### src/npcb_pkg.sv
// constants for the network parameter control block
// assumes word-wide control words addressed by a three-bit index
package npcb_pkg;
	// control word indexes from the control block base
	localparam logic [2:0] OFS_STATUS = 3'h0;
	localparam logic [2:0] OFS_FLAGS  = 3'h1;
	localparam logic [2:0] OFS_TOTAL  = 3'h2;
	localparam logic [2:0] OFS_DISC   = 3'h3;
	localparam logic [2:0] OFS_MODE   = 3'h4;

	// setting flag field positions
	localparam int B_NETCFG = 0;
	localparam int B_RSV    = 1;
	localparam int B_ERRINV = 2;
	localparam int B_TOPO   = 4;
	localparam int B_FAULTY = 8;
	localparam int B_STOP   = 9;
	localparam int B_SPEED  = 11;
	localparam int B_CPUERR = 12;
	localparam int B_AUTH   = 15;

	// topology codes
	localparam logic [1:0] TOPO_LINE = 2'h0;
	localparam logic [1:0] TOPO_RING = 2'h1;

	// legal ranges
	localparam logic [15:0] TOTAL_MIN = 16'h0002;
	localparam logic [15:0] TOTAL_MAX = 16'h0079;
	localparam logic [15:0] DISC_MIN  = 16'h0001;
	localparam logic [15:0] DISC_MAX  = 16'h0003;
	localparam logic [15:0] MODE_MAX  = 16'h0001;

	// least firmware revision for fast-option features
	localparam logic [7:0] FW_MIN_REV = 8'h04;

	// completion codes
	localparam logic [15:0] ERR_NONE  = 16'h0000;
	localparam logic [15:0] ERR_TOPO  = 16'h0101;
	localparam logic [15:0] ERR_TOTAL = 16'h0102;
	localparam logic [15:0] ERR_DISC  = 16'h0103;
	localparam logic [15:0] ERR_MODE  = 16'h0104;
	localparam logic [15:0] ERR_FWSPD = 16'h0105;
	localparam logic [15:0] ERR_FWMC  = 16'h0106;

	// reset values
	localparam logic [15:0] RST_WORD  = 16'h0000;
	localparam logic [15:0] RST_TOTAL = 16'h0002;
	localparam logic [15:0] RST_DISC  = 16'h0001;

	// inclusive range test on a control word
	function automatic logic in_range(input logic [15:0] v,
		input logic [15:0] lo, input logic [15:0] hi);
		in_range = (v >= lo) && (v <= hi);
	endfunction
endpackage

### src/npcb_check.sv
// range and revision check of the control words
// assumes the words are stable while its verdict is used
module npcb_check (
	input  wire logic [15:0] flags,
	input  wire logic [15:0] total,
	input  wire logic [15:0] disc,
	input  wire logic [15:0] mode,
	input  wire logic [7:0]  fw_rev,
	input  wire logic        local_st,
	output logic      [15:0] err_code
);
	logic       old_fw; // firmware lacks fast options
	logic [1:0] topo;   // topology field

	assign old_fw = fw_rev < npcb_pkg::FW_MIN_REV;
	assign topo   = flags[npcb_pkg::B_TOPO +: 2];

	// first failing field wins; local station sees only speed
	always_comb begin
		err_code = npcb_pkg::ERR_NONE;
		if (old_fw && flags[npcb_pkg::B_SPEED]) begin
			err_code = npcb_pkg::ERR_FWSPD;
		end else if (local_st) begin
			err_code = npcb_pkg::ERR_NONE;
		end else if (topo != npcb_pkg::TOPO_LINE && topo != npcb_pkg::TOPO_RING) begin
			err_code = npcb_pkg::ERR_TOPO;
		end else if (!npcb_pkg::in_range(total, npcb_pkg::TOTAL_MIN,
			npcb_pkg::TOTAL_MAX)) begin
			err_code = npcb_pkg::ERR_TOTAL;
		end else if (!npcb_pkg::in_range(disc, npcb_pkg::DISC_MIN,
			npcb_pkg::DISC_MAX)) begin
			err_code = npcb_pkg::ERR_DISC;
		end else if (mode > npcb_pkg::MODE_MAX) begin
			err_code = npcb_pkg::ERR_MODE;
		end else if (old_fw && mode[0]) begin
			err_code = npcb_pkg::ERR_FWMC;
		end
	end
endmodule

### src/npcb_flag.sv
// completion flag pair that stands for one scan
// assumes scan_end pulses once per controller scan
module npcb_flag (
	input  wire logic clk,
	input  wire logic rst_n,
	input  wire logic report,
	input  wire logic report_err,
	input  wire logic scan_end,
	output logic      done,
	output logic      done_err,
	output logic      busy
);
	logic pend_ff;     // completion waiting for scan end
	logic pend_err_ff; // that completion is an error
	logic done_ff;     // completion flag
	logic err_ff;      // error completion flag

	// hold the result until the next end of scan
	always_ff @(posedge clk) begin
		if (!rst_n) begin
			pend_ff     <= 1'b0;
			pend_err_ff <= 1'b0;
		end else if (report) begin
			pend_ff     <= 1'b1;
			pend_err_ff <= report_err;
		end else if (scan_end) begin
			pend_ff     <= 1'b0;
		end
	end

	// raise at one end of scan, drop at the next
	always_ff @(posedge clk) begin
		if (!rst_n) begin
			done_ff <= 1'b0;
			err_ff  <= 1'b0;
		end else if (scan_end) begin
			done_ff <= pend_ff;
			err_ff  <= pend_ff && pend_err_ff;
		end
	end

	assign done     = done_ff;
	assign done_err = err_ff;
	assign busy     = pend_ff || done_ff;

	// error flag never stands alone
	property p_err_pair;
		@(posedge clk) disable iff (!rst_n) done_err |-> done;
	endproperty
	a_err_pair: assert property (p_err_pair) else $error("error flag without done");

	// flags hold through the scan and drop at its end
	property p_one_scan;
		@(posedge clk) disable iff (!rst_n)
		(done && scan_end && !pend_ff) |=> !done && !done_err;
	endproperty
	a_one_scan: assert property (p_one_scan) else $error("flag outlived its scan");

	// error flag rises only at end of scan
	property p_err_at_end;
		@(posedge clk) disable iff (!rst_n) $rose(done_err) |-> $past(scan_end);
	endproperty
	a_err_at_end: assert property (p_err_at_end) else $error("error flag off scan end");
endmodule

### src/npcb_top.sv
// network parameter control block: decodes and checks control words
// assumes one clock, synchronous inputs, scan end given as a pulse
//
// What this block does
// - status word holds zero or error code
// - bit 0 marks configuration table valid
// - bit 1 marks reserved-station table valid
// - bit 2 marks error-invalid table valid
// - invalid table means default parameters used
// - bits 5:4 choose line/star or ring
// - bit 8 clears or holds faulty-station data
// - bit 9 holds or clears outputs on stop
// - bit 11 picks 1G or 100M link
// - bit 12 clears or holds outputs on error
// - bit 15 restricts to class B only
// - disconnect after 2, 4 or 8 failures
// - fifth word picks unicast or multicast
// - out-of-range field ends with error
// - 100M and multicast need revision 04
// - local station applies bits 8, 9, 11
// - local station ignores others without error
// - done flag one scan, error flag too
// - error flag spans one end-of-scan interval
module npcb_top (
	input  wire logic        CLOCK,
	input  wire logic        RESET_N,
	input  wire logic        WR_EN,
	input  wire logic        RD_EN,
	input  wire logic [2:0]  ADDR,
	input  wire logic [15:0] WDATA,
	output logic      [15:0] RDATA,
	input  wire logic        EXEC_REQ,
	input  wire logic        SCAN_END,
	input  wire logic        LOCAL_ST,
	input  wire logic [7:0]  FW_REV,
	output logic             BUSY,
	output logic             DONE,
	output logic             DONE_ERR,
	output logic             NETCFG_VALID,
	output logic             RSV_VALID,
	output logic             ERRINV_VALID,
	output logic             TOPO_RING,
	output logic             FAULTY_HOLD,
	output logic             STOP_CLEAR,
	output logic             SPEED_100M,
	output logic             CPUERR_HOLD,
	output logic             AUTH_B_ONLY,
	output logic      [6:0]  STATION_TOTAL,
	output logic      [3:0]  DISC_LIMIT,
	output logic             MULTICAST
);
	// instruction sequencing states
	typedef enum logic [3:0] {
		S_IDLE  = 4'h1,
		S_CHECK = 4'h2,
		S_ANN   = 4'h4,
		S_WAIT  = 4'h8
	} npcb_state_t;

	npcb_state_t state_ff;    // current state
	npcb_state_t nxt_state;   // next state

	logic [15:0] status_ff;   // completion status
	logic [15:0] flags_ff;    // setting flag word
	logic [15:0] total_ff;    // station total word
	logic [15:0] disc_ff;     // disconnect threshold word
	logic [15:0] mode_ff;     // cast mode word
	logic [15:0] rdata_ff;    // read data
	logic [15:0] err_code;    // verdict of the checker
	logic        flag_busy;   // completion flags still in flight
	logic        bad;         // verdict is an error
	logic        apply_all;   // full settings take effect
	logic        apply_loc;   // local subset takes effect

	// applied configuration
	logic        netcfg_ff;
	logic        rsv_ff;
	logic        errinv_ff;
	logic        ring_ff;
	logic        faulty_ff;
	logic        stop_ff;
	logic        speed_ff;
	logic        cpuerr_ff;
	logic        auth_ff;
	logic [6:0]  total_app_ff;
	logic [3:0]  disc_app_ff;
	logic        mcast_ff;

	assign bad       = err_code != npcb_pkg::ERR_NONE;
	assign apply_all = (state_ff == S_CHECK) && !bad && !LOCAL_ST;
	assign apply_loc = (state_ff == S_CHECK) && !bad;

	// field checker
	npcb_check u_check (
		.flags    (flags_ff),
		.total    (total_ff),
		.disc     (disc_ff),
		.mode     (mode_ff),
		.fw_rev   (FW_REV),
		.local_st (LOCAL_ST),
		.err_code (err_code)
	);

	// completion flags
	npcb_flag u_flag (
		.clk        (CLOCK),
		.rst_n      (RESET_N),
		.report     (state_ff == S_ANN),
		.report_err (status_ff != npcb_pkg::ERR_NONE),
		.scan_end   (SCAN_END),
		.done       (DONE),
		.done_err   (DONE_ERR),
		.busy       (flag_busy)
	);

	// state advance
	always_ff @(posedge CLOCK) begin
		if (!RESET_N) begin
			state_ff <= S_IDLE;
		end else begin
			state_ff <= nxt_state;
		end
	end

	// request taken only when idle
	always_comb begin
		nxt_state = state_ff;
		case (state_ff)
			S_IDLE: begin
				if (EXEC_REQ) begin
					nxt_state = S_CHECK;
				end
			end
			S_CHECK: begin
				nxt_state = S_ANN;
			end
			S_ANN: begin
				nxt_state = S_WAIT;
			end
			S_WAIT: begin
				if (!flag_busy) begin
					nxt_state = S_IDLE;
				end
			end
			default: begin
				nxt_state = S_IDLE;
			end
		endcase
	end

	// user-written control words
	always_ff @(posedge CLOCK) begin
		if (!RESET_N) begin
			flags_ff <= npcb_pkg::RST_WORD;
			total_ff <= npcb_pkg::RST_TOTAL;
			disc_ff  <= npcb_pkg::RST_DISC;
			mode_ff  <= npcb_pkg::RST_WORD;
		end else if (WR_EN) begin
			if (ADDR == npcb_pkg::OFS_FLAGS) begin
				flags_ff <= WDATA;
			end else if (ADDR == npcb_pkg::OFS_TOTAL) begin
				total_ff <= WDATA;
			end else if (ADDR == npcb_pkg::OFS_DISC) begin
				disc_ff <= WDATA;
			end else if (ADDR == npcb_pkg::OFS_MODE) begin
				mode_ff <= WDATA;
			end
		end
	end

	// completion status written by the block only
	always_ff @(posedge CLOCK) begin
		if (!RESET_N) begin
			status_ff <= npcb_pkg::ERR_NONE;
		end else if (state_ff == S_CHECK) begin
			status_ff <= err_code;
		end
	end

	// read port, one cycle after the strobe
	always_ff @(posedge CLOCK) begin
		if (!RESET_N) begin
			rdata_ff <= npcb_pkg::RST_WORD;
		end else if (RD_EN) begin
			if (ADDR == npcb_pkg::OFS_STATUS) begin
				rdata_ff <= status_ff;
			end else if (ADDR == npcb_pkg::OFS_FLAGS) begin
				rdata_ff <= flags_ff;
			end else if (ADDR == npcb_pkg::OFS_TOTAL) begin
				rdata_ff <= total_ff;
			end else if (ADDR == npcb_pkg::OFS_DISC) begin
				rdata_ff <= disc_ff;
			end else if (ADDR == npcb_pkg::OFS_MODE) begin
				rdata_ff <= mode_ff;
			end else begin
				rdata_ff <= npcb_pkg::RST_WORD;
			end
		end
	end

	// settings honoured by every station type
	always_ff @(posedge CLOCK) begin
		if (!RESET_N) begin
			faulty_ff <= 1'b0;
			stop_ff   <= 1'b0;
			speed_ff  <= 1'b0;
		end else if (apply_loc) begin
			faulty_ff <= flags_ff[npcb_pkg::B_FAULTY];
			stop_ff   <= flags_ff[npcb_pkg::B_STOP];
			speed_ff  <= flags_ff[npcb_pkg::B_SPEED];
		end
	end

	// settings a local station leaves untouched
	always_ff @(posedge CLOCK) begin
		if (!RESET_N) begin
			netcfg_ff <= 1'b0;
			rsv_ff    <= 1'b0;
			errinv_ff <= 1'b0;
			ring_ff   <= 1'b0;
			cpuerr_ff <= 1'b0;
			auth_ff   <= 1'b0;
		end else if (apply_all) begin
			// clear table bits select default parameters
			netcfg_ff <= flags_ff[npcb_pkg::B_NETCFG];
			rsv_ff    <= flags_ff[npcb_pkg::B_RSV];
			errinv_ff <= flags_ff[npcb_pkg::B_ERRINV];
			ring_ff   <= flags_ff[npcb_pkg::B_TOPO +: 2]
				== npcb_pkg::TOPO_RING;
			cpuerr_ff <= flags_ff[npcb_pkg::B_CPUERR];
			auth_ff   <= flags_ff[npcb_pkg::B_AUTH];
		end
	end

	// numeric settings of the full station
	always_ff @(posedge CLOCK) begin
		if (!RESET_N) begin
			total_app_ff <= npcb_pkg::RST_TOTAL[6:0];
			disc_app_ff  <= 4'h2;
			mcast_ff     <= 1'b0;
		end else if (apply_all) begin
			total_app_ff <= total_ff[6:0];
			disc_app_ff  <= 4'h1 << disc_ff[1:0];
			mcast_ff     <= mode_ff[0];
		end
	end

	assign RDATA         = rdata_ff;
	assign BUSY          = state_ff != S_IDLE;
	assign NETCFG_VALID  = netcfg_ff;
	assign RSV_VALID     = rsv_ff;
	assign ERRINV_VALID  = errinv_ff;
	assign TOPO_RING     = ring_ff;
	assign FAULTY_HOLD   = faulty_ff;
	assign STOP_CLEAR    = stop_ff;
	assign SPEED_100M    = speed_ff;
	assign CPUERR_HOLD   = cpuerr_ff;
	assign AUTH_B_ONLY   = auth_ff;
	assign STATION_TOTAL = total_app_ff;
	assign DISC_LIMIT    = disc_app_ff;
	assign MULTICAST     = mcast_ff;

	// good check leaves zero status
	property p_ok_status;
		@(posedge CLOCK) disable iff (!RESET_N)
		(state_ff == S_CHECK && !bad) |=> status_ff == 16'h0000;
	endproperty
	a_ok_status: assert property (p_ok_status) else $error("status not zero");

	// station total above the maximum fails
	property p_total_range;
		@(posedge CLOCK) disable iff (!RESET_N)
		(state_ff == S_CHECK && !LOCAL_ST && total_ff > 16'h0079
			&& flags_ff[5:4] < 2'h2 && !(FW_REV < 8'h04 && flags_ff[11]))
		|=> status_ff == npcb_pkg::ERR_TOTAL;
	endproperty
	a_total_range: assert property (p_total_range) else $error("total not refused");

	// error leaves the applied setup alone
	property p_err_keeps;
		@(posedge CLOCK) disable iff (!RESET_N)
		(state_ff == S_CHECK && bad) |=> $stable(speed_ff) && $stable(ring_ff)
			&& $stable(disc_app_ff);
	endproperty
	a_err_keeps: assert property (p_err_keeps) else $error("error applied settings");

	// speed follows bit 11 on success
	property p_speed;
		@(posedge CLOCK) disable iff (!RESET_N)
		(state_ff == S_CHECK && !bad) |=> speed_ff == $past(flags_ff[11]);
	endproperty
	a_speed: assert property (p_speed) else $error("speed not applied");

	// threshold code maps to failure count
	property p_disc;
		@(posedge CLOCK) disable iff (!RESET_N)
		(state_ff == S_CHECK && !bad && !LOCAL_ST && disc_ff == 16'h0003)
		|=> DISC_LIMIT == 4'h8;
	endproperty
	a_disc: assert property (p_disc) else $error("wrong disconnect count");

	// old firmware refuses multicast
	property p_fw_mcast;
		@(posedge CLOCK) disable iff (!RESET_N)
		(state_ff == S_CHECK && !LOCAL_ST && FW_REV < 8'h04 && mode_ff == 16'h0001)
		|=> status_ff != 16'h0000;
	endproperty
	a_fw_mcast: assert property (p_fw_mcast) else $error("multicast on old firmware");

	// local station ignores other fields silently
	property p_local;
		@(posedge CLOCK) disable iff (!RESET_N)
		(state_ff == S_CHECK && LOCAL_ST && !bad)
		|=> status_ff == 16'h0000 && $stable(ring_ff) && $stable(total_app_ff);
	endproperty
	a_local: assert property (p_local) else $error("local applied extra");

	// no flag in the cycle right after the report, block waits for the scan
	property p_done_after;
		@(posedge CLOCK) disable iff (!RESET_N)
		(state_ff == S_ANN) |=> !DONE && !DONE_ERR && state_ff == S_WAIT;
	endproperty
	a_done_after: assert property (p_done_after) else $error("done too early");

	// station total below the floor fails
	property p_total_low;
		@(posedge CLOCK) disable iff (!RESET_N)
		(state_ff == S_CHECK && !LOCAL_ST && total_ff < npcb_pkg::TOTAL_MIN
			&& flags_ff[5:4] < 2'h2 && !(FW_REV < 8'h04 && flags_ff[11]))
		|=> status_ff == npcb_pkg::ERR_TOTAL;
	endproperty
	a_total_low: assert property (p_total_low) else $error("low total not refused");

	// done rises only at an end of scan while the block waits
	property p_done_rise;
		@(posedge CLOCK) disable iff (!RESET_N)
		$rose(DONE) |-> $past(SCAN_END) && state_ff == S_WAIT;
	endproperty
	a_done_rise: assert property (p_done_rise) else $error("done off scan end");

	// main scenarios
	c_ok: cover property (@(posedge CLOCK) disable iff (!RESET_N) DONE && !DONE_ERR);
	c_err: cover property (@(posedge CLOCK) disable iff (!RESET_N) DONE_ERR);
	c_local: cover property (@(posedge CLOCK) disable iff (!RESET_N)
		state_ff == S_CHECK && LOCAL_ST);
	c_ring: cover property (@(posedge CLOCK) disable iff (!RESET_N)
		state_ff == S_CHECK && !bad && flags_ff[5:4] == npcb_pkg::TOPO_RING);
	c_old_fw: cover property (@(posedge CLOCK) disable iff (!RESET_N)
		state_ff == S_CHECK && !bad && FW_REV < npcb_pkg::FW_MIN_REV);
endmodule

### config.mk
export PLATFORM = sky130hd
export DESIGN_NAME = npcb_top
export DESIGN_NICKNAME = d
export VERILOG_FILES = /design/src/npcb_pkg.sv /design/src/npcb_check.sv /design/src/npcb_flag.sv /design/src/npcb_top.sv
export SDC_FILE = /design/constraint.sdc
export NUM_CORES = 1
export LEC_CHECK = 0
export BUFFER_PORTS_ARGS = -buffer_cell sky130_fd_sc_hd__buf_2
export CORE_MARGIN = 2
export CORE_UTILIZATION = 39
export DETAILED_ROUTE_END_ITERATION = 8
export HOLD_SLACK_MARGIN = 0.05
export PLACE_DENSITY = 0.6
export SLEW_MARGIN = 5
export SYNTH_ARGS = -nofsm -noshare
export SYNTH_HDL_FRONTEND = slang
export SYNTH_HIERARCHICAL = 1
export SYNTH_SLANG_ARGS = --single-unit
### constraint.sdc
create_clock -name CLOCK -period 4.7 [get_ports CLOCK]
set_input_delay 0.47 -clock CLOCK [delete_from_list [all_inputs] [get_ports CLOCK]]
set_output_delay 0.47 -clock CLOCK [all_outputs]
set_load 0.02 [all_outputs]
======== After elaboration in Yosys (flattened, before gate mapping) ========
Cells that the tools add are included.
operators by class
  $lt $le $gt $ge ......................... 6
  equality and inequality tests ........... 13
  shifts and indexed selects .............. 1
  muxes and demuxes ....................... 17
  bitwise gates (word level) .............. 3
  reductions and logical operators ........ 21
operators with widths
  kind                                                                 count
  2-to-1 mux 16 bit                                                    11
  nonzero test 16 bit                                                  2
  greater-or-equal comparator 16 x 1 -> 1 bit (second input constant)  1
  greater-or-equal comparator 16 x 2 -> 1 bit (second input constant)  1
  greater-than comparator 16 x 1 -> 1 bit (second input constant)      1
  less-or-equal comparator 16 x 2 -> 1 bit (second input constant)     1
  less-or-equal comparator 16 x 7 -> 1 bit (second input constant)     1
  case mux 4 bit (4 select lines)                                      1
  2-to-1 mux 9 bit                                                     1
  logical AND 1 bit                                                    8
  less-than comparator 8 x 3 -> 1 bit (second input constant)          1
  2-to-1 mux 4 bit                                                     2
  equality test 3 x 2 -> 1 bit (second input constant)                 2
  AND reduction 5 bit                                                  1
  equality test 4 x 1 -> 1 bit (second input constant)                 1
  equality test 4 x 2 -> 1 bit (second input constant)                 1
  equality test 4 x 3 -> 1 bit (second input constant)                 1
  equality test 4 bit (second input constant)                          1
  != test 2 bit (second input constant)                                2
  != test 4 x 1 -> 1 bit (second input constant)                       1
  AND reduction 2 bit                                                  2
  AND reduction 4 bit                                                  1
  nonzero test 2 bit                                                   2
  << shifter 1 x 2 -> 4 bit (first input constant)                     1
  other kinds (10)                                                     14
word-level totals
  bits in registers ....................... 125
  input port bits ......................... 34
  word-level logic and storage cells ...... 84

======== Logic depth before layout (Yosys ltp) ========
Gate-level depths: netlist of the first run.
  depth after elaboration ................. 13
  gate-level depth with buffers ........... 10

======== By module ========
The synthesis of the first run kept the hierarchy.
by module, submodules not included
  module      instances  cells an instance  area an instance (um^2)  seq. area each (um^2)
  npcb_top    1          620                5046.1                   2422.3
  npcb_check  1          49                 354.1                    0.0
  npcb_flag   1          14                 150.1                    80.1

======== Worst setup path after synthesis of the first run ========
Ideal clock, no wire load.
  kind .................................... register to register
  from .................................... reg total_ff[6]
  to ...................................... reg netcfg_ff, in the netlist NETCFG_VALID
  library setup time ...................... 0.070 ns
  arrival time ............................ 2.596 ns
  required time ........................... 4.630 ns
  setup slack ............................. 2.034 ns
  cell stages (with the launch flop) ...... 11
  period minus slack after synthesis ...... 2.666 ns
  cell sequence ........................... dfxtp_1 or4_4 mux2i_4 nor2_1 a221o_1 nor4_1 and3_1 clkbuf_1 clkbuf_1 nand4_1 a21oi_1
on the way
  longest elaborated chain between the ends .. 10
  elaborated cells on any way between the ends .. 11
  those cells by class .................... order compare (2); mux (4); reduce/logical (5)
RTL lines
  what                                                                                                     line              source
  from (decl)                                                                                              npcb_top.sv:65    logic [15:0] total_ff;
  from (signal assigned)                                                                                   npcb_top.sv:155   total_ff <= npcb_pkg::RST_TOTAL;
  greater-or-equal comparator 16 x 2 -> 1 bit or less-or-equal comparator 16 x 7 -> 1 bit (tied branches)  npcb_pkg.sv:53    in_range = (v >= lo) && (v <= hi);
  logical AND 1 bit *                                                                                      npcb_pkg.sv:53
  2-to-1 mux 16 bit *                                                                                      npcb_check.sv:27  end else if (!npcb_pkg::in_range(total, npcb_pkg::TOTAL_MIN,
  2-to-1 mux 16 bit *                                                                                      npcb_check.sv:25  end else if (topo != npcb_pkg::TOPO_LINE && topo != npcb_pkg::TOPO_RING) begin
  2-to-1 mux 16 bit *                                                                                      npcb_check.sv:23  end else if (local_st) begin
  2-to-1 mux 16 bit *                                                                                      npcb_check.sv:21  if (old_fw && flags[npcb_pkg::B_SPEED]) begin
  named net err_code[0]                                                                                    npcb_top.sv:69    logic [15:0] err_code;
  nonzero test 16 bit *                                                                                    npcb_top.sv:89    assign bad = err_code != npcb_pkg::ERR_NONE;
  zero test 1 bit *                                                                                        npcb_top.sv:90    assign apply_all = (state_ff == S_CHECK) && !bad && !LOCAL_ST;
  logical AND 1 bit * (2 in a row)                                                                         npcb_top.sv:90
  to (signal assigned)                                                                                     npcb_top.sv:225   netcfg_ff <= flags_ff[npcb_pkg::B_NETCFG];
  to (decl)                                                                                                npcb_top.sv:76    logic netcfg_ff;
The timed path passes the listed nets; every way through them passes the cells marked *.
A chain may end at the register's enable or synchronous reset.

======== Worst setup path after layout of the first run ========
  from .................................... reg disc_ff[12]
  to ...................................... reg ring_ff, in the netlist TOPO_RING
on the way
  longest elaborated chain between the ends .. 11
  elaborated cells on any way between the ends .. 12
  those cells by class .................... order compare (2); mux (5); reduce/logical (5)
RTL lines
  what                                                                                                     line              source
  from (decl)                                                                                              npcb_top.sv:66    logic [15:0] disc_ff;
  from (signal assigned)                                                                                   npcb_top.sv:156   disc_ff <= npcb_pkg::RST_DISC;
  greater-or-equal comparator 16 x 1 -> 1 bit or less-or-equal comparator 16 x 2 -> 1 bit (tied branches)  npcb_pkg.sv:53
  logical AND 1 bit *                                                                                      npcb_pkg.sv:53
  2-to-1 mux 16 bit *                                                                                      npcb_check.sv:30  end else if (!npcb_pkg::in_range(disc, npcb_pkg::DISC_MIN,
  2-to-1 mux 16 bit *                                                                                      npcb_check.sv:27
  2-to-1 mux 16 bit *                                                                                      npcb_check.sv:25
  2-to-1 mux 16 bit *                                                                                      npcb_check.sv:23
  2-to-1 mux 16 bit *                                                                                      npcb_check.sv:21
  named net err_code[0]                                                                                    npcb_top.sv:69
  nonzero test 16 bit *                                                                                    npcb_top.sv:89
  zero test 1 bit *                                                                                        npcb_top.sv:90
  logical AND 1 bit * (2 in a row)                                                                         npcb_top.sv:90
  to (signal assigned)                                                                                     npcb_top.sv:228   ring_ff <= flags_ff[npcb_pkg::B_TOPO +: 2]
  to (decl)                                                                                                npcb_top.sv:79    logic ring_ff;
Marked as above.

==> metrics.log, run 1 <==
INFO  metric result_of_the_run = complete, no violations
INFO  metric setup_ws = between 1000 and 1500 ps
INFO  metric utilization = a little under half
INFO  metric vdd_drop_max = 0.0002486 V
INFO  metric criticalPathCategory = reg2reg
INFO  metric clock-sinks = around 130
INFO  metric cts_tree = built
INFO  metric synth_area = between 5000 and 6000 um^2
INFO  metric first_iter_violations = around 400
INFO  metric antenna_violations_before_repair = 0
INFO  metric final_cells = a little over 900
INFO  metric path_clk_slew = around 50 ps
INFO  metric post_cts.repair.setup_buffers = 0
INFO  metric yosys.cell_types.count = between 50 and 60
INFO  metric route.antenna.remaining_nets = 0
INFO  metric syn-instance-count = slightly below 700
INFO  metric drc_errors = 0
INFO  metric globalRouteTotalUtil = ~22%
INFO  metric cts.repair.resized = 0
INFO  metric grt_overflow_total = 0
INFO  metric cp_cell_sequence = nor4_1 > o211ai_1 > o21a_1 > a221o_1 > nor4_1 > nand3_1 > or4b_1 > a21oi_1
INFO  metric chipHeight = 123.3 um
INFO  metric n_antenna_cell = 0
INFO  metric grt_pass1_wl = ~25 mm
INFO  metric crit_slowest_cell = sky130_fd_sc_hd__or4b_1
INFO  metric drt_first_pass_iters = 5
INFO  metric clkLatencyLatePin = between 400 and 500 ps
INFO  metric worst-slew-pin-transition = 1106 ps
INFO  metric routed-wl-met3 = roughly 940 um
INFO  metric io_pins = 74
INFO  metric slew_violations = 0
INFO  metric nNetsFinal = approximately 760
INFO  metric flow.area_growth_from_synthesis = 16.52%
INFO  metric dieArea = 15,200 um^2
INFO  metric critPathMostFrequentCell = sky130_fd_sc_hd__nor4_1
INFO  metric port_buffers = between 70 and 80
INFO  metric syn_avg_cell_area = 8.126 um^2
INFO  metric power_density = 390.8 nW/um^2
INFO  metric detail_route.wirelength.met1 = roughly 7.2 mm
INFO  metric final_cell_mix = sky130_fd_sc_hd__nand2_1 (164), sky130_fd_sc_hd__dfxtp_1 (125), sky130_fd_sc_hd__a21oi_1 (113)
INFO  metric setup_tns = 0 ps
INFO  metric floorplan.die.width = around 120 um
INFO  metric number_of_h_tree_levels = 4
INFO  metric cts-buffers-inserted = 17
INFO  metric timing.max_cap.violations = 0
INFO  metric timing.final.crit_period = 3591 ps
INFO  metric synth.ff_latch_count = 125
INFO  metric core_region_area = 13,880 um^2
INFO  metric worst_ep_arrival_time = ~4000 ps
INFO  metric place.detailed.hpwl = ~11 mm
INFO  metric final_layout_size_suffix_gt1_share = approximately 17%
INFO  metric ctsRootBufferMaster = sky130_fd_sc_hd__clkbuf_16
INFO  metric worstHoldPathType = in2reg
INFO  metric fin_skew = a little over 6 ps
INFO  metric postPlaceCellArea = between 5000 and 6000 um^2
INFO  metric grt_max_degree = 85
INFO  metric route.vias.total = 5,033
INFO  metric cts_hold_buffers = 0
INFO  metric mostFrequentLayoutCell = sky130_fd_sc_hd__nand2_1
INFO  metric report.final.setup_viol = 0
INFO  metric synth_edf_count = 0
INFO  metric number_of_core_rows = 43
INFO  metric grt_pass1_vias = approximately 4,700
INFO  metric worst_setup_path_start_kind = flop
INFO  metric hold_violations = 0
INFO  metric highest_metal_used = met4
INFO  metric post_drt_wl_per_cell = around 17 um
INFO  metric post-place-cells = between 800 and 900
INFO  metric async_flop_share = 0%
INFO  metric clk_path_buf_depth = 2
INFO  metric cp.required = ~5000 ps
INFO  metric crit_path_max_incr_delay = between 700 and 800 ps
INFO  metric detailroute.wirelength.met2 = between 7 and 8 mm
INFO  metric register_area = 2502 um^2
INFO  metric initial_core_util = between 30% and 40%
INFO  metric synth_sequential_area_ratio = 45.09%
INFO  metric area_of_the_multi_input_gates = 2776 um^2
INFO  metric drt_wl_total = 15.94 mm
INFO  metric post_drt_via_cell_ratio = around 5.5
INFO  metric layout_worst_path_cycle_share = about 76%
INFO  metric critical_path.endpoint_type = flop
INFO  metric pre_cts_ws = around 1100 ps
INFO  metric postLayoutCellArea = roughly 6500 um^2
INFO  metric synth_flop_cell = sky130_fd_sc_hd__dfxtp_1
INFO  metric routability_cong = approximately 0.85
INFO  metric leakage = about 0.0023 uW
INFO  metric max-slew-margin-rel = roughly 26%
INFO  metric grt_setup_unrepaired = false
INFO  metric ys_warn_count = 6
INFO  metric fillCellCount = between 1,000 and 1,500
INFO  metric critPathMaxFanout = 24
INFO  metric max_clock_freq = 278.5 MHz
-- cell usage after synthesis (all sizes together), types with 2 or more instances --
cell / n / area share [%]
dfxtp: 125 / 45
nand4: 16 / 1.8
or4: 5 / 0.81
or4b: 3 / 0.54
inv: 7 / 0.47
nand3: 11 / 0.99
nor2b: 14 / 1.6
nand3b: 4 / 0.54
nand2: 164 / 11
o2bb2ai: 6 / 0.95
o211ai: 3 / 0.41
nor2: 10 / 0.81
clkbuf: 41 / 2.8
o22ai: 6 / 0.68
o311ai: 2 / 0.32
a22oi: 15 / 2.0
mux2: 10 / 2.0
a21oi: 113 / 10
nor3: 4 / 0.36
a2111oi: 2 / 0.34
nor4: 17 / 2.0
mux2i: 18 / 3.5
nor3b: 2 / 0.45
nand2b: 3 / 0.34
o21ai: 30 / 2.7
buf: 21 / 2.4
and3: 3 / 0.34
or2: 3 / 0.34
o22a: 10 / 1.6
o21a: 2 / 0.27
-- routing by layer --
| layer | vias to the layer above | track usage, % |
|---|---|---|
| li1 | 2488 | - |
| met1 | 2373 | 28.17 |
| met2 | 151 | 34.27 |
| met3 | 21 | 6.227 |
| met4 | 0 | 9.020 |
| met5 | - | 0 |
-- per-stage QoR --
stage / hold slack, ps / total power [uW]
final: 277.0 / 2527
after global routing: 263.5 / 2613
after CTS: 248.6 / 2550
after detailed placement: 447.3 / 1312
after global placement: 443.3 / 1307
after floorplan: 433.8 / 1254
-- power breakdown --
part	internal [uW]	total, uW	switching, uW
sequential	1080	1100	21.2
clock	782	1230	452
combinational	64.6	189	125
-- critical path: cells and delay by family, from the launching register on --
| family | cells | cell delay [ps] |
|---|---|---|
| compound gates | 4 | 940 |
| simple gates | 4 | 2250 |
| flops | 1 | 320 |
-- registers in the layout, indices dropped and copies added, names as in the netlist, 4 cells and up --
signal / cells
DISC_LIMIT: 4
RDATA: 16
STATION_TOTAL: 7
disc_ff: 16
flags_ff: 16
mode_ff: 16
state_ff: 4
status_ff: 16
total_ff: 16
-- area by class of cell --
class	count	area share (%)
timing repair buffer	74	5.843
clock inverter	5	0.8706
multi-input combinational	500	42.93
clock buffer	27	7.777
inverter	7	0.4063
sequential	125	38.69
tap	180	3.482
-- logic make-up after synthesis --
kind of cell | share of synthesized area [%]
compound gates | 20.72
xor+xnor | 0.1578
buf+inv | 5.636
flops | 45.09
mux | 5.500
other cells | 0.06756
simple gates | 22.84
-- path summary, 6_finish.rpt --
path	start	to	slack, ps	cells after the start
setup / recovery	disc_ff[12]	TOPO_RING	1110	8
hold / removal	EXEC_REQ	state_ff[1]	280	3
setup reg to reg	disc_ff[12]	TOPO_RING	1110	8
hold reg to reg	flags_ff[10]	flags_ff[10]	460	2
No activity file was read; power rests on OpenSTA's default activity.
==> run 2, diff against run 1 <==
- clock period: 4.7 -> 3.6 ns (I/O delays scaled with it)
==> run 2 against run 1 <==
- sequential power is 31% higher
- highest routed layer unchanged
- core utilization increased by 0.95 points
- count of clock-buffer cells in the layout shrank 8
- register-to-register slack worse by 800 ps
- setup slack worse by 800 ps
- via count grew 0.36%
- combinational power up 33%
- final cell count increased by 0.65%
==> metrics.log, run 2 (synthesis results as in run 1) <==
INFO  metric postPlaceCellArea = 5953 um^2 (was 5908 um^2)
INFO  metric grt_max_degree = 47 (was 85)
INFO  metric power.clock.fraction = 52.3% (was 48.8%)
INFO  metric place.detailed.hpwl = 11.43 mm (was 11.37 mm)
INFO  metric slew_violations = 0 (unchanged)
INFO  metric route.antenna.remaining_nets = 0 (unchanged)
INFO  metric port_buffers = 71 (unchanged)
INFO  metric ctsRootBufferMaster = sky130_fd_sc_hd__clkbuf_16 (unchanged)
INFO  metric number_of_core_rows = 43 (unchanged)
INFO  metric worst_ep_arrival_time = 3570 ps (was 3940 ps)
INFO  metric worstHoldPathType = in2reg (unchanged)
INFO  metric setup_tns = 0 ps (unchanged)
INFO  metric groute.layer.met3.usage = 5.166% (was 6.227%)
INFO  metric netSwitchingFraction = 22.88% (was 23.67%)
INFO  metric clock-sinks = 125 (unchanged)
INFO  metric dieArea = 15,200 um^2 (unchanged)
INFO  metric utilization = 47.54% (was 46.59%)
INFO  metric max-slew-margin-rel = 47.11% (was 25.96%)
INFO  metric leakage = 0.002411 uW (was 0.002339 uW)
INFO  metric power_frac_comb = 7.1% (was 7.5%)
INFO  metric final_cell_mix = sky130_fd_sc_hd__nand2_1 (164), sky130_fd_sc_hd__dfxtp_1 (125), sky130_fd_sc_hd__a21oi_1 (113) (unchanged)
INFO  metric crit_path_max_incr_delay = 590 ps (was 710 ps)
INFO  metric grt_setup_unrepaired = false (unchanged)
INFO  metric hold_violations = 0 (unchanged)
INFO  metric cp.required = 3880 ps (was 5050 ps)
INFO  metric grt_util_met1 = 29.54% (was 28.17%)
INFO  metric mostFrequentLayoutCell = sky130_fd_sc_hd__nand2_1 (unchanged)
INFO  metric post_drt_wl_per_cell = 17.37 um (about the same)
INFO  metric cts-buffers-inserted = 17 (unchanged)
INFO  metric cp_cell_sequence = nor4_1 > o211ai_1 > o21a_1 > a221o_1 > nor4_1 > nand3_1 > buf_4 > o31ai_1 > o311ai_1 (was nor4_1 > o211ai_1 > o21a_1 > a221o_1 > nor4_1 > nand3_1 > or4b_1 > a21oi_1)
INFO  metric power_density = 537.8 nW/um^2 (was 390.8 nW/um^2)
INFO  metric grt_pass1_vias = 4,682 (was 4,691)
INFO  metric cts_tree = built (unchanged)
INFO  metric layout_worst_path_cycle_share = 91.40% (was 76.41%)
INFO  metric seq_power_share = 40.6% (was 43.7%)
INFO  metric first_iter_violations = 486 (was 410)
INFO  metric report.final.setup_viol = 0 (unchanged)
INFO  metric clkLatencyLatePin = 420 ps (about the same)
INFO  metric drt_first_pass_iters = 5 (unchanged)
INFO  metric floorplan.die.width = 123.3 um (unchanged)
INFO  metric p_int = 2737 uW (was 1929 uW)
INFO  metric io_pins = 74 (unchanged)
INFO  metric worst-slew-pin-transition = 791.7 ps (was 1106 ps)
INFO  metric postLayoutCellArea = 6599 um^2 (was 6467 um^2)
INFO  metric fin_skew = 6.842 ps (was 6.098 ps)
INFO  metric drc_errors = 0 (unchanged)
INFO  metric totalPowerFinal = 3549 uW (was 2527 uW)
INFO  metric critical_path.endpoint_type = flop (unchanged)
INFO  metric critPathMostFrequentCell = sky130_fd_sc_hd__nor4_1 (unchanged)
INFO  metric final_layout_size_suffix_gt1_share = 18.55% (was 16.94%)
INFO  metric timing.final.crit_period = 3290 ps (was 3591 ps)
INFO  metric switchingPower = 812.0 uW (was 598.1 uW)
INFO  metric flow.area_growth_from_synthesis = 18.89% (was 16.52%)
INFO  metric path_buf_inv = 1 (was 0)
INFO  metric criticalPathCategory = reg2reg (unchanged)
INFO  metric crit_slowest_cell = sky130_fd_sc_hd__nor4_1 (was sky130_fd_sc_hd__or4b_1)
INFO  metric number_of_h_tree_levels = 4 (unchanged)
INFO  metric gr-usage-met2 = 34.34% (was 34.27%)
INFO  metric globalRouteTotalUtil = 22.06% (was 21.84%)
INFO  metric post_drt_via_cell_ratio = 5.466 (was 5.483)
INFO  metric critPathMaxFanout = 13 (was 24)
INFO  metric result_of_the_run = complete, no violations (unchanged)
INFO  metric worst_setup_path_start_kind = flop (unchanged)
INFO  metric path_clk_slew = 60 ps (was 50 ps)
INFO  metric initial_core_util = 39.99% (unchanged)
INFO  metric nNetsFinal = 765 (was 759)
INFO  metric grt_overflow_total = 0 (unchanged)
INFO  metric globalRoute.busiestLayer = met2 (unchanged)
INFO  metric drt_wl_total = 16.05 mm (was 15.94 mm)
INFO  metric grt_pass1_wl = 25.19 mm (was 24.84 mm)
INFO  metric n_antenna_cell = 0 (unchanged)
INFO  metric pre_cts_ws = 400.3 ps (was 1121 ps)
INFO  metric critPathTopFamily = simple AND/OR/NAND/NOR gates (unchanged)
INFO  metric core_region_area = 13,880 um^2 (unchanged)
INFO  metric clk_path_buf_depth = 2 (unchanged)
INFO  metric routability_cong = 0.8685 (was 0.8542)
INFO  metric vdd_drop_max = 0.0003225 V (was 0.0002486 V)
INFO  metric antenna_violations_before_repair = 0 (unchanged)
INFO  metric cts_hold_buffers = 0 (unchanged)
INFO  metric timing.max_cap.violations = 0 (unchanged)
INFO  metric max_clock_freq = 303.9 MHz (was 278.5 MHz)
INFO  metric route.vias.total = 5,051 (was 5,033)
INFO  metric setup_ws = 309.5 ps (was 1109 ps)
INFO  metric chipHeight = 123.3 um (unchanged)
-- run 2: cell count changes in the layout (fill, tap and decap cells not counted) --
cell	previous run	this run
sky130_fd_sc_hd__and3_1	3	2
sky130_fd_sc_hd__clkinv_2	2	6
sky130_fd_sc_hd__nor4_1	16	15
sky130_fd_sc_hd__clkbuf_8	4	1
sky130_fd_sc_hd__nor4_2	1	2
sky130_fd_sc_hd__bufinv_16	1	5
sky130_fd_sc_hd__clkinvlp_4	1	2
sky130_fd_sc_hd__buf_4	3	9
sky130_fd_sc_hd__clkinv_4	1	0
sky130_fd_sc_hd__and3_2	0	1
sky130_fd_sc_hd__clkbuf_1	6	1
-- run 2: metrics by stage --
stage / cells / hold slack [ps]
final: 924 / 166.8
after global routing: 924 / 159.0
after CTS: 924 / 159.5
after detailed placement: 892 / 447.4
after global placement: 892 / 442.8
after floorplan: 694 / 433.8
-- run 2: path summary, 6_finish.rpt --
kind                            depth (start not counted)  slack [ps]   startpoint       endpoint
worst max-delay path                                    9         310  disc_ff[12]  DISC_LIMIT[1]
worst min-delay path                                    2         170     EXEC_REQ    state_ff[0]
worst max register to register                          9         310  disc_ff[12]  DISC_LIMIT[1]
worst min register to register                          2         460  flags_ff[3]    flags_ff[3]
-- run 2: area by class of cell --
| class | instances | area (um^2) |
|---|---|---|
| fillers | 1367 | 7282 |
| multi-input cells | 500 | 2784 |
| flip-flops and latches | 125 | 2502 |
| clock buffers | 19 | 442.9 |
| repair buffers | 80 | 422.9 |
| well taps | 180 | 225.2 |
| clock inverters | 13 | 195.2 |
| inverters | 7 | 26.28 |
-- run 2: routing by layer --
layer	wire length, um	vias to the layer above
li1	-	2498
met1	7292	2377
met2	7469	156
met3	935	20
met4	354	0
met5	0	-
-- run 2: timing repair --
action	in CTS	in global routing
buffers inserted	0	0
gates resized for setup	0	2
endpoints found under the setup margin	0	3
-- run 2: power groups by stage --
stage          Combinational [uW]  Clock (uW)  Sequential, uW
3_3_place_gp                  239           0            1470
6_report                      251        1860            1440
3_5_place_dp                  245           0            1470
2_1_floorplan                 171           0            1470
5_1_grt                       274        1940            1440
4_1_cts                       246        1880            1440
-- run 2: worst register-to-register path, cell delays in order (launching register included) --
cell and delay, ps:
sky130_fd_sc_hd__dfxtp_1 320, sky130_fd_sc_hd__nor4_1 590, sky130_fd_sc_hd__o211ai_1 270, sky130_fd_sc_hd__o21a_1 240, sky130_fd_sc_hd__a221o_1 350, sky130_fd_sc_hd__nor4_1 330
sky130_fd_sc_hd__nand3_1 370, sky130_fd_sc_hd__buf_4 310, sky130_fd_sc_hd__o31ai_1 250, sky130_fd_sc_hd__o311ai_1 130
==> run 3, diff against run 2 <==
- SYNTH_HIERARCHICAL: 1 -> not set
==> run 3 against run 2 <==
- sequential cell count shrank 12
- clock skew fell by 1.1 ps
- critical path depth down 2
- setup slack improved by 1100 ps
- combinational power down 12%
- final area down 8.7%
- power is 12% lower
- highest routed layer unchanged
==> metrics.log, run 3 <==
INFO  metric flow.area_growth_from_synthesis = 20.42% (was 18.89%)
INFO  metric cts_tree = built (unchanged)
INFO  metric antenna_violations_before_repair = 0 (unchanged)
INFO  metric dieArea = 13,750 um^2 (was 15,200 um^2)
INFO  metric drt_wl_total = 12.79 mm (was 16.05 mm)
INFO  metric n_antenna_cell = 0 (unchanged)
INFO  metric grt_max_degree = 43 (was 47)
INFO  metric syn_avg_cell_area = 8.549 um^2 (was 8.126 um^2)
INFO  metric synth.ff_latch_count = 113 (was 125)
INFO  metric synth_area = 5001 um^2 (was 5550 um^2)
INFO  metric synth_flop_cell = sky130_fd_sc_hd__dfxtp_1 (unchanged)
INFO  metric finalHoldWorstSlack = 191.9 ps (was 166.8 ps)
INFO  metric critPathMaxFanout = 21 (was 13)
INFO  metric worst-slew-pin-transition = 793.7 ps (was 791.7 ps)
INFO  metric synth_nets = 619
INFO  metric cp_cell_sequence = nor4_1 > o211ai_1 > nor4_2 > nand3_1 > buf_4 > or2_1 > a21boi_1 (was nor4_1 > o211ai_1 > o21a_1 > a221o_1 > nor4_1 > nand3_1 > buf_4 > o31ai_1 > o311ai_1)
INFO  metric synth_largest_area_cell = sky130_fd_sc_hd__dfxtp_1 (unchanged)
INFO  metric nNetsFinal = 673 (was 765)
INFO  metric globalRouteTotalUtil = 19.53% (was 22.06%)
INFO  metric synth_area_leaders = sky130_fd_sc_hd__dfxtp_1 (45%), sky130_fd_sc_hd__nand2_1 (10%), sky130_fd_sc_hd__a21boi_0 (7.1%), sky130_fd_sc_hd__mux2i_1 (4.8%), sky130_fd_sc_hd__mux2_2 (3.6%) (was sky130_fd_sc_hd__dfxtp_1 (45%), sky130_fd_sc_hd__nand2_1 (11%), sky130_fd_sc_hd__a21oi_1 (10%), sky130_fd_sc_hd__mux2i_1 (3.1%), sky130_fd_sc_hd__clkbuf_1 (2.8%))
INFO  metric timing.final.crit_period = 2194 ps (was 3290 ps)
INFO  metric slew_violations = 0 (unchanged)
INFO  metric pre_cts_ws = 1330 ps (was 400.3 ps)
INFO  metric post_drt_via_cell_ratio = 5.103 (was 5.466)
INFO  metric initial_core_util = 39.79% (was 39.99%)
INFO  metric route.vias.total = 4,205 (was 5,051)
INFO  metric layout_worst_path_cycle_share = 60.94% (was 91.40%)
INFO  metric setup_ws = 1406 ps (was 309.5 ps)
INFO  metric grt_pass1_wl = 20.26 mm (was 25.19 mm)
INFO  metric worst_setup_path_start_kind = flop (unchanged)
INFO  metric post_cts.repair.setup_buffers = 0 (unchanged)
INFO  metric max-slew-margin-rel = 46.94% (was 47.11%)
INFO  metric number_of_h_tree_levels = 4 (unchanged)
INFO  metric ctsRootBufferMaster = sky130_fd_sc_hd__clkbuf_16 (unchanged)
INFO  metric routability_cong = 0.7618 (was 0.8685)
INFO  metric criticalPathCategory = reg2reg (unchanged)
INFO  metric grt_pass1_vias = 4,013 (was 4,682)
INFO  metric mostFrequentLayoutCell = sky130_fd_sc_hd__nand2_1 (unchanged)
INFO  metric synth_common_cells = sky130_fd_sc_hd__nand2_1 (139), sky130_fd_sc_hd__dfxtp_1 (113), sky130_fd_sc_hd__a21boi_0 (47), sky130_fd_sc_hd__clkbuf_1 (35), sky130_fd_sc_hd__mux2i_1 (24) (was sky130_fd_sc_hd__nand2_1 (164), sky130_fd_sc_hd__dfxtp_1 (125), sky130_fd_sc_hd__a21oi_1 (113), sky130_fd_sc_hd__clkbuf_1 (41), sky130_fd_sc_hd__o21ai_0 (30))
INFO  metric postPlaceCellArea = 5440 um^2 (was 5953 um^2)
INFO  metric number_of_core_rows = 41 (was 43)
INFO  metric yosys.area.top_type_share = 45.23% (was 45.09%)
INFO  metric clkLatencyLatePin = 410 ps (was 420 ps)
INFO  metric yosys.cell_types.count = 48 (was 53)
INFO  metric drc_errors = 0 (unchanged)
INFO  metric postLayoutCellArea = 6022 um^2 (was 6599 um^2)
INFO  metric synthMostInstantiatedCell = sky130_fd_sc_hd__nand2_1 (unchanged)
INFO  metric drt_first_pass_iters = 4 (was 5)
INFO  metric final_cell_mix = sky130_fd_sc_hd__nand2_1 (139), sky130_fd_sc_hd__dfxtp_1 (113), sky130_fd_sc_hd__buf_2 (71) (was sky130_fd_sc_hd__nand2_1 (164), sky130_fd_sc_hd__dfxtp_1 (125), sky130_fd_sc_hd__a21oi_1 (113))
INFO  metric critical_path.endpoint_type = flop (unchanged)
INFO  metric chipHeight = 117.2 um (was 123.3 um)
INFO  metric cts_hold_buffers = 0 (unchanged)
INFO  metric grt_overflow_total = 0 (unchanged)
INFO  metric worstHoldPathType = in2reg (unchanged)
INFO  metric route.antenna.remaining_nets = 0 (unchanged)
INFO  metric cp.required = 3940 ps (was 3880 ps)
INFO  metric cts-buffers-inserted = 17 (unchanged)
INFO  metric port_buffers = 71 (unchanged)
INFO  metric fin_skew = 5.698 ps (was 6.842 ps)
INFO  metric leakage = 0.002440 uW (was 0.002411 uW)
INFO  metric power_density = 520.9 nW/um^2 (was 537.8 nW/um^2)
INFO  metric fillCellCount = 1,274 (was 1,367)
INFO  metric async_flop_share = 0% (unchanged)
INFO  metric crit_path_max_incr_delay = 460 ps (was 590 ps)
INFO  metric report.final.setup_viol = 0 (unchanged)
INFO  metric grt_setup_unrepaired = false (unchanged)
INFO  metric first_iter_violations = 265 (was 486)
INFO  metric ys_warn_count = 0 (was 6)
INFO  metric result_of_the_run = complete, no violations (unchanged)
INFO  metric timing.max_cap.violations = 0 (unchanged)
INFO  metric hold_violations = 0 (unchanged)
INFO  metric clk_path_buf_depth = 2 (unchanged)
INFO  metric setup_tns = 0 ps (unchanged)
INFO  metric path_clk_slew = 50 ps (was 60 ps)
INFO  metric core_region_area = 12,570 um^2 (was 13,880 um^2)
INFO  metric worst_ep_arrival_time = 2530 ps (was 3570 ps)
INFO  metric vdd_drop_max = 0.0003194 V (was 0.0003225 V)
INFO  metric cts.repair.resized = 0 (unchanged)
INFO  metric synth_edf_count = 0 (unchanged)
INFO  metric max_clock_freq = 455.8 MHz (was 303.9 MHz)
INFO  metric clock-sinks = 113 (was 125)
INFO  metric crit_slowest_cell = sky130_fd_sc_hd__nor4_2 (was sky130_fd_sc_hd__nor4_1)
INFO  metric io_pins = 74 (unchanged)
INFO  metric floorplan.die.width = 117.2 um (was 123.3 um)
INFO  metric syn-instance-count = 585 (was 683)
INFO  metric synth_sequential_area_ratio = 45.23% (was 45.09%)
INFO  metric final_layout_size_suffix_gt1_share = 19.63% (was 18.55%)
INFO  metric place.detailed.hpwl = 8.861 mm (was 11.43 mm)
INFO  metric post_drt_wl_per_cell = 15.52 um (was 17.37 um)
[run 3: changes by cell type after synthesis, sizes merged, moves of 13 or more]
cell,change
nor2,+13
buf,-15
and2,+14
o21ai,-22
a21oi,-94
nand4,-14
nand2,-25
a21boi,+65
[run 3: metal layers]
| layer | track usage [%] | share of wire [%] |
|---|---|---|
| met5 | 0 | 0 |
| met4 | 6.353 | 0.86 |
| met3 | 5.767 | 5.7 |
| met2 | 32.26 | 49 |
| met1 | 24.50 | 44 |
[run 3: cells by family (layout without fill, tap and decap cells)]
| kind of cell | after synthesis | after routing | share of synthesized area, % |
|---|---|---|---|
| buffers and inverters | 55 | 122 | 4.428 |
| AO/OA/AOI/OAI | 132 | 132 | 18.84 |
| multiplexers | 40 | 40 | 8.406 |
| AND/OR/NAND/NOR | 245 | 245 | 23.09 |
| flip-flops | 113 | 113 | 45.23 |
[run 3: path summary, 6_finish.rpt]
kind / cells after the start / to / start / slack [ps]
max: 7 / DISC_LIMIT[3] / disc_ff[3] / 1410
min: 3 / state_ff[1] / EXEC_REQ / 190
max reg2reg: 7 / DISC_LIMIT[3] / disc_ff[3] / 1410
min reg2reg: 2 / DISC_LIMIT[3] / DISC_LIMIT[3] / 450
[run 3: area by class of cell]
class,count,area [um^2],share of cell area [%]
Tap cell,172,215.2,3.574
Multi-Input combinational cell,417,2517,41.80
Inverter,14,52.55,0.8726
Timing Repair Buffer,76,392.9,6.524
Clock buffer,28,536.8,8.913
Sequential cell,113,2262,37.56
Clock inverter,4,45.04,0.7480
[run 3: power by group]
group	total [uW]	leakage (uW)	internal, uW	switching (uW)
sequential	1300	0.000914	1280	22.2
clock	1610	0.000290	1070	542
combinational	221	0.00124	86.4	135
total	3140	0.00244	2440	699
[run 3: worst max-delay path: cells and delay by family (launching register included)]
kind / cells / cell delay [ps]
and+or+nand+nor: 4 / 1220
AOI/OAI and AO/OA: 2 / 320
DFF: 1 / 320
buffers and inverters: 1 / 260
[run 3: metrics by stage]
stage / instances / power, uW / util (%)
floorplan: 585 / 1469 / -
global placement: 792 / 1541 / 43.29
detailed placement: 792 / 1547 / 43.29
CTS: 824 / 3176 / 47.91
global route: 824 / 3266 / 47.91
finish: 824 / 3137 / 47.91
